File: src/rcs_pkg.sv
package rcs_pkg;

  // ****************************************
  // Widths and counts
  // ****************************************
  localparam int unsigned PC_W      = 21;
  localparam int unsigned OFF_W     = 11;
  localparam int unsigned INST_W    = 16;
  localparam int unsigned PTR_W     = 5;
  localparam int unsigned STK_DEPTH = 31;

  // ****************************************
  // Reset values and steps
  // ****************************************
  localparam logic [PC_W-1:0]  PC_RST   = 21'h000000;
  localparam logic [PC_W-1:0]  PC_STEP  = 21'h000002;
  localparam logic [PTR_W-1:0] PTR_RST  = 5'h00;
  localparam logic [PTR_W-1:0] PTR_FULL = 5'h1f;

  // ****************************************
  // Opcodes
  // ****************************************
  localparam logic [INST_W-1:0] OPC_PUSH   = 16'h0005;
  localparam logic [INST_W-1:0] OPC_POP    = 16'h0006;
  localparam logic [INST_W-1:0] OPC_RESET  = 16'h00ff;
  localparam logic [INST_W-1:0] OPC_RELATIVE_SUBROUTINE_CALL  = 16'hd800;
  localparam logic [INST_W-1:0] MASK_RELATIVE_SUBROUTINE_CALL = 16'hf800;

  // ****************************************
  // Types
  // ****************************************
  typedef enum logic [1:0] {
    Q_1 = 2'h0,
    Q_2 = 2'h1,
    Q_3 = 2'h3,
    Q_4 = 2'h2
  } rcs_q_e;

  typedef enum logic [0:0] {
    CY_EXEC   = 1'h0,
    CY_REFILL = 1'h1
  } rcs_cyc_e;

  typedef enum logic [2:0] {
    OP_NONE  = 3'h0,
    OP_PUSH  = 3'h1,
    OP_POP   = 3'h3,
    OP_RELATIVE_SUBROUTINE_CALL = 3'h2,
    OP_RESET = 3'h6
  } rcs_op_e;

  function automatic rcs_op_e rcs_dec_op(input logic [INST_W-1:0] instr);
    rcs_op_e op;
    op = OP_NONE;
    if ((instr & MASK_RELATIVE_SUBROUTINE_CALL) == OPC_RELATIVE_SUBROUTINE_CALL) begin
      op = OP_RELATIVE_SUBROUTINE_CALL;
    end else if (instr == OPC_PUSH) begin
      op = OP_PUSH;
    end else if (instr == OPC_POP) begin
      op = OP_POP;
    end else if (instr == OPC_RESET) begin
      op = OP_RESET;
    end
    return op;
  endfunction : rcs_dec_op

endpackage : rcs_pkg

File: src/rcs_stk_if.sv
`timescale 1ns/1ps
interface rcs_stk_if;
  import rcs_pkg::*;
  logic              push;
  logic              pop;
  logic              clr;
  logic [PC_W-1:0]   wdata;
  logic [PC_W-1:0]   top;
  logic [PTR_W-1:0]  ptr;

  modport ctl (output push, output pop, output clr, output wdata,
               input top, input ptr);
  modport stk (input push, input pop, input clr, input wdata,
               output top, output ptr);
endinterface : rcs_stk_if

File: src/rcs_ret_stack.sv
`timescale 1ns/1ps
module rcs_ret_stack
  import rcs_pkg::*;
(
  input  wire logic  i_ref_clk,
  input  wire logic  i_rst_b,
  rcs_stk_if.stk     stk
);

  logic [PC_W-1:0]  mem [STK_DEPTH];
  logic [PTR_W-1:0] ptr_ff;
  logic [PTR_W-1:0] nxt_ptr;
  logic             wr_en;

  // ****************************************
  // Pointer
  // ****************************************
  always_comb begin
    nxt_ptr = ptr_ff;
    wr_en   = 1'b0;
    if (stk.clr) begin
      nxt_ptr = PTR_RST;
    end else if (stk.push && ptr_ff != PTR_FULL) begin
      nxt_ptr = ptr_ff + 5'h01;
      wr_en   = 1'b1;
    end else if (stk.pop && ptr_ff != PTR_RST) begin
      nxt_ptr = ptr_ff - 5'h01;
    end
  end

  always_ff @(posedge i_ref_clk or negedge i_rst_b) begin
    if (!i_rst_b) begin
      ptr_ff <= PTR_RST;
    end else begin
      ptr_ff <= nxt_ptr;
    end
  end

  // ****************************************
  // Storage
  // ****************************************
  always_ff @(posedge i_ref_clk) begin
    if (wr_en) begin
      mem[ptr_ff] <= stk.wdata;
    end
  end

  assign stk.top = (ptr_ff == PTR_RST) ? PC_RST : mem[ptr_ff - 5'h01];
  assign stk.ptr = ptr_ff;

endmodule : rcs_ret_stack

File: src/rcs_core_ops.sv
`timescale 1ns/1ps
// Function
// RQ1: Relative call pushes its own address plus 2 before the PC changes.
// RQ2: Call operand is a signed word offset, doubled to bytes.
// RQ3: Call target is call address plus 2 plus doubled offset.
// RQ4: Call offsets span -1024 to 1023 words.
// RQ5: Relative call is one word, two cycles; second cycle does nothing.
// RQ6: Software reset returns all master-clear registers to reset values.
// RQ7: Push stores PC plus 2 as new top; PC flow and flags untouched.
// RQ8: Pop discards the top entry; the one below becomes top.
module rcs_core_ops
  import rcs_pkg::*;
(
  input  wire logic               i_ref_clk,
  input  wire logic               i_rst_b,
  input  wire logic [INST_W-1:0]  i_instr,
  output logic      [PC_W-1:0]    o_pc,
  output logic      [1:0]         o_q_phase,
  output logic                    o_refill_cycle,
  output logic      [PC_W-1:0]    o_stack_top_entry,
  output logic      [PTR_W-1:0]   o_stack_ptr,
  output logic                    o_master_clear_reset
);

  rcs_stk_if stk_if ();

  rcs_q_e            q_ff;
  rcs_q_e            nxt_q;
  rcs_cyc_e          cyc_ff;
  rcs_cyc_e          nxt_cyc;
  rcs_op_e           op_ff;
  rcs_op_e           nxt_op;
  logic [OFF_W-1:0]  off_ff;
  logic [OFF_W-1:0]  nxt_off;
  logic [PC_W-1:0]   pc_ff;
  logic [PC_W-1:0]   nxt_pc;
  logic [PC_W-1:0]   top_ff;
  logic [PC_W-1:0]   nxt_top;
  logic              master_clear_reset_ff;
  logic              nxt_master_clear_reset;
  logic [PC_W-1:0]   ret_addr;
  logic [PC_W-1:0]   disp;

  // ****************************************
  // Return stack
  // ****************************************
  rcs_ret_stack u_stack (
    .i_ref_clk (i_ref_clk),
    .i_rst_b   (i_rst_b),
    .stk       (stk_if.stk)
  );

  assign ret_addr = pc_ff + PC_STEP;
  // Sign extend and double the word offset
  assign disp     = {{(PC_W-OFF_W-1){off_ff[OFF_W-1]}}, off_ff, 1'b0}; // [RQ2] [RQ4]

  always_comb begin
    stk_if.push  = (q_ff == Q_2) && (op_ff == OP_PUSH || op_ff == OP_RELATIVE_SUBROUTINE_CALL); // [RQ1] [RQ7]
    stk_if.wdata = ret_addr; // [RQ1] [RQ7]
    stk_if.pop   = (q_ff == Q_3) && (op_ff == OP_POP); // [RQ8]
    stk_if.clr   = (q_ff == Q_4) && (op_ff == OP_RESET); // [RQ6]
  end

  // ****************************************
  // Sequencer
  // ****************************************
  always_comb begin
    nxt_q    = q_ff;
    nxt_cyc  = cyc_ff;
    nxt_op   = op_ff;
    nxt_off  = off_ff;
    nxt_pc   = pc_ff;
    nxt_master_clear_reset = 1'b0;
    nxt_top  = stk_if.top;
    unique case (q_ff)
      Q_1: begin
        nxt_q = Q_2;
        if (cyc_ff == CY_EXEC) begin
          nxt_op  = rcs_dec_op(i_instr);
          nxt_off = i_instr[OFF_W-1:0];
        end else begin
          nxt_op  = OP_NONE; // [RQ5]
        end
      end
      Q_2: begin
        nxt_q = Q_3;
      end
      Q_3: begin
        nxt_q = Q_4;
      end
      Q_4: begin
        nxt_q   = Q_1;
        nxt_cyc = CY_EXEC;
        if (cyc_ff == CY_REFILL) begin
          nxt_pc = pc_ff; // [RQ5]
        end else begin
          unique case (op_ff)
            OP_RELATIVE_SUBROUTINE_CALL: begin
              nxt_pc  = ret_addr + disp; // [RQ3]
              nxt_cyc = CY_REFILL; // [RQ5]
            end
            OP_RESET: begin
              nxt_pc   = PC_RST; // [RQ6]
              nxt_master_clear_reset = 1'b1; // [RQ6]
            end
            default: begin
              nxt_pc = ret_addr; // [RQ7]
            end
          endcase
        end
      end
    endcase
  end

  always_ff @(posedge i_ref_clk or negedge i_rst_b) begin
    if (!i_rst_b) begin
      q_ff    <= Q_1;
      cyc_ff  <= CY_EXEC;
      op_ff   <= OP_NONE;
      off_ff  <= '0;
      pc_ff   <= PC_RST;
      top_ff  <= PC_RST;
      master_clear_reset_ff <= 1'b0;
    end else begin
      q_ff    <= nxt_q;
      cyc_ff  <= nxt_cyc;
      op_ff   <= nxt_op;
      off_ff  <= nxt_off;
      pc_ff   <= nxt_pc;
      top_ff  <= nxt_top;
      master_clear_reset_ff <= nxt_master_clear_reset;
    end
  end

  assign o_pc                 = pc_ff;
  assign o_q_phase            = q_ff;
  assign o_refill_cycle       = cyc_ff[0];
  assign o_stack_top_entry    = top_ff;
  assign o_stack_ptr          = stk_if.ptr;
  assign o_master_clear_reset = master_clear_reset_ff;
endmodule : rcs_core_ops

File: config.mk
export PLATFORM = sky130hd
export DESIGN_NAME = rcs_core_ops
export DESIGN_NICKNAME = d
export VERILOG_FILES = /design/src/rcs_pkg.sv /design/src/rcs_stk_if.sv /design/src/rcs_ret_stack.sv /design/src/rcs_core_ops.sv
export SDC_FILE = /design/constraint.sdc
export NUM_CORES = 1
export LEC_CHECK = 0
export ABC_AREA = 1
export BUFFER_PORTS_ARGS = -buffer_cell sky130_fd_sc_hd__buf_4
export CAP_MARGIN = 20
export CORE_MARGIN = 2
export CORE_UTILIZATION = 65
export CTS_BUF_LIST = sky130_fd_sc_hd__clkbuf_4 sky130_fd_sc_hd__clkbuf_8
export CTS_CLUSTER_DIAMETER = 150
export CTS_CLUSTER_SIZE = 40
export DETAILED_ROUTE_END_ITERATION = 6
export PLACE_DENSITY = 0.8
export SKIP_CTS_REPAIR_TIMING = 1
export SLEW_MARGIN = 20
export SYNTH_ARGS = -nofsm -noshare
export SYNTH_HDL_FRONTEND = slang
export SYNTH_SLANG_ARGS = --single-unit
File: constraint.sdc
create_clock -name i_ref_clk -period 4.8 [get_ports i_ref_clk]
set_input_delay 0.24 -clock i_ref_clk [delete_from_list [all_inputs] [get_ports i_ref_clk]]
set_output_delay 0.24 -clock i_ref_clk [all_outputs]
set_load 0.01 [all_outputs]
==> flow_metrics.env <==
export IMPL_status="finished, violations left"
export IMPL_drive_gt1_share_pct=9.72
export IMPL_rr_worst_depth=18
export IMPL_met3_usage_pct=4.48
export IMPL_nets=2678
export IMPL_end_kind="flip-flop"
export IMPL_synth_ff_type="edfxtp_1"
export IMPL_dieArea_mm2=0.0465
export IMPL_firstDrtPassIters=7
export IMPL_rrSetupSlack_ns=1.07
export IMPL_core_area_mm2=0.0442
export IMPL_vias=20600
export IMPL_fmax_ghz=0.268
export IMPL_postSynthCellCount=2588
export IMPL_clock_path_buffers=3
export IMPL_synth_edf_count=620
export IMPL_rr_endpoint="o_pc[15]$_DFFE_PN0P_"
export IMPL_grt_use_met2_pct=54.4
export IMPL_vdd_drop_max_mv=0.342
export IMPL_finalMaxSlewViolations=0
export IMPL_yosysTopAreaCell="edfxtp_1"
export IMPL_finalInstanceArea_mm2=0.0311
export IMPL_leakage_nw=11.4
export IMPL_initialDrtViolationCount=2995
export IMPL_relSlewSlack_pct=32.6
export IMPL_drc_errors=25
export IMPL_endpoint="o_pc[15]$_DFFE_PN0P_"
export IMPL_arrival_ns=4.40
export IMPL_wl_per_cell_um=24.5
export IMPL_violations="design-rule violations, negative hold slack"
export IMPL_nFillCells=2974
export IMPL_grt_ovfl_total=0
export IMPL_place_area_mm2=0.0305
export IMPL_die_x_um=216
export IMPL_critPathMaxStageDelay_ns=0.50
export IMPL_detail_route_antenna_nets=0
export IMPL_syn_avg_cell_area_um2=11.3
export IMPL_synth_area_mm2=0.0291
export IMPL_reg2reg_from="o_pc[1]$_DFFE_PN0P_"
export IMPL_clock_sinks=684
export IMPL_grt_pass1_wl_um=118000
export IMPL_synthToLayoutAreaGrowth_pct=6.82
export IMPL_grt_antenna_before_repair=2
export IMPL_finalPower_mw=13.1
export IMPL_io_pins=69
export IMPL_async_flop_share_pct=9.36
export IMPL_clk_pin_slew_worst_paths_ns=0.25
export IMPL_place_ws_ns=1.18
export IMPL_fin_ws_ns=1.07
export IMPL_ys_ff_latch=684
export IMPL_viasPerCell=6.37
export IMPL_yosysWarnings=0
export IMPL_max_cap_violations=0
export IMPL_routed_wl_um=79300
export IMPL_crit_fanout=36
export IMPL_die_h_um=216
export IMPL_power_density_mw_per_mm2=422
export IMPL_cts_max_level=1
export IMPL_tns_ns=0
export IMPL_start_kind="flip-flop"
export IMPL_rsz0062_at_grt="false"
export IMPL_insertion_delay_ns=0.71
export IMPL_grt_busiest_layer="met2"
export IMPL_use_met1_pct=48.7
export IMPL_grt_pass1_vias=19500
export IMPL_worst_setup_path_type="reg -> reg"
export IMPL_hp_class="in -> reg"
export IMPL_synth_top_area_share_pct=63.9
export IMPL_period_minus_slack_ns=3.73
export IMPL_dp_hpwl_um=47400
export IMPL_crit_path_top_delay_cell="dfrtp_1"
export IMPL_seq_area_frac_synth_pct=69.4
export IMPL_clock_root_buffer="clkbuf_8"
export IMPL_hold_viol_final=1
export IMPL_cts_buffers=21
export IMPL_critPathRequiredTime_ns=5.47
export IMPL_grt_max_degree=140
export IMPL_rows=77
export IMPL_synth_area_leaders="edfxtp_1 (64%), nand2_1 (9.8%), nand3_1 (9.7%), dfrtp_1 (5.5%), buf_2 (1.5%)"
export IMPL_place_congestion=0.979
export IMPL_synthTopCellsByCount="nand2_1 (758), edfxtp_1 (620), nand3_1 (565)"
export IMPL_track_usage_pct=34.0
export IMPL_tightest_slew_ns=1.01
export IMPL_finalCritPeriodShare_pct=77.7
export IMPL_post_synth_num_cell_types=47
export IMPL_clock_skew_final_ns=0.124
export IMPL_crit_top_cell="nand2_1"
export IMPL_yosys_cell_count_top_type="nand2_1"
export IMPL_setup_violations_final=0
export IMPL_startpoint="o_pc[1]$_DFFE_PN0P_"
export IMPL_portBuffers=67
export IMPL_fin_hold_ws_ns=-0.00234
export IMPL_initial_core_util_pct=65.9
export IMPL_tritoncts="yes"
export IMPL_worstPathCellList="inv_1, buf_4, nor2_2, nand2_2, nor2_4, nand3_1, xor2_1, inv_1, ha_1, a21oi_1, o21ai_0, a21oi_1, nand2_1, nand2_1, nand3_1, nand2_1, nand2_1, nand2_1"
## layout make-up
class	count	area, µm²	share of cell area (%)
Sequential cell	684	20200	65.0
Multi-Input combinational cell	1683	8080	26.0
Timing Repair Buffer	161	1330	4.28
Tap cell	592	741	2.38
Clock buffer	34	387	1.24
Inverter	81	314	1.01
Clock inverter	1	30.0	0.0965
Antenna cell	1	2.50	0.00804
## layout by cell type, fill, tap and decap left out, drive strengths merged, types with 8 or more instances in the layout
cell type,n
a21boi,22
edfxtp,620
clkbuf,34
buf,147
nor4,8
nor2,101
nand3,568
nand2,764
xor2,10
inv,80
o21ai,73
o211ai,23
dlygate4sd3,14
dfrtp,64
a21oi,24
nor3,8
ha,27
## through the flow
stage	util, %	hold WS (ns)	std cells
finish	70.3	-0.00234	3237
global route	70.3	0.0275	3237
CTS	70.0	-0.347	3222
detailed placement	69.1	0.445	3187
global placement	69.1	0.441	3187
floorplan	-	-0.0556	2589
## how the worst min path moves through the flow
stage               cells after the start  slack [ns]                   start                              to
floorplan                               0       -0.06                 i_rst_b  o_master_clear_reset$_DFF_PN0_
global placement                        0        0.44  o_q_phase[0]$_DFF_PN0_          o_q_phase[1]$_DFF_PN0_
detailed placement                      0        0.44  o_q_phase[0]$_DFF_PN0_          o_q_phase[1]$_DFF_PN0_
CTS                                     1       -0.35                 i_rst_b             o_pc[6]$_DFFE_PN0P_
global route                            5        0.03             i_instr[15]            op_ff[1]$_DFFE_PN0N_
finish                                  5      -0.002             i_instr[15]            op_ff[1]$_DFFE_PN0N_
## cells by family after synthesis
family	count (synthesis)	share of synthesized area, %
other cells	1	0.0129
xor+xnor	13	0.507
buf+inv	222	3.35
flops	684	69.4
fa+ha+maj	28	1.23
simple gates	1472	22.0
compound gates	168	3.51
## power by group
part           switching, mW  leakage [nW]  total (mW)  internal [mW]
sequential             0.174          6.45        7.28           7.10
clock                   1.59         0.222        2.12          0.527
combinational           2.71          4.75        3.74           1.03
total                   4.47          11.4        13.1           8.66
## registers in the layout (all words and copies together) (netlist names)
| register | flops |
|---|---|
| off_ff | 11 |
| u_stack.stk.ptr | 5 |
| o_master_clear_reset | 1 |
| o_stack_top_entry | 21 |
| o_refill_cycle | 1 |
| u_stack.mem | 620 |
| op_ff | 3 |
| o_q_phase | 2 |
| o_pc | 20 |
## per-layer routing
layer / share of wire (%) / vias to the layer above / routed length, µm
met5: 0.016 / - / 13
met4: 3.7 / 2 / 2960
met3: 11 / 187 / 8950
met2: 48 / 1343 / 37700
met1: 37 / 9943 / 29700
li1: - / 9139 / -
## worst max-delay path, delay by kind of cell, from the launching register on
kind	cells	cell delay, ns
adders and majority gates	1	0.42
and+or+nand+nor	10	1.05
DFF	1	0.50
buffers and inverters	3	0.76
AOI/OAI and AO/OA	3	0.80
xor gates and xnor gates	1	0.15
No activity file was read; power rests on OpenSTA's default activity.
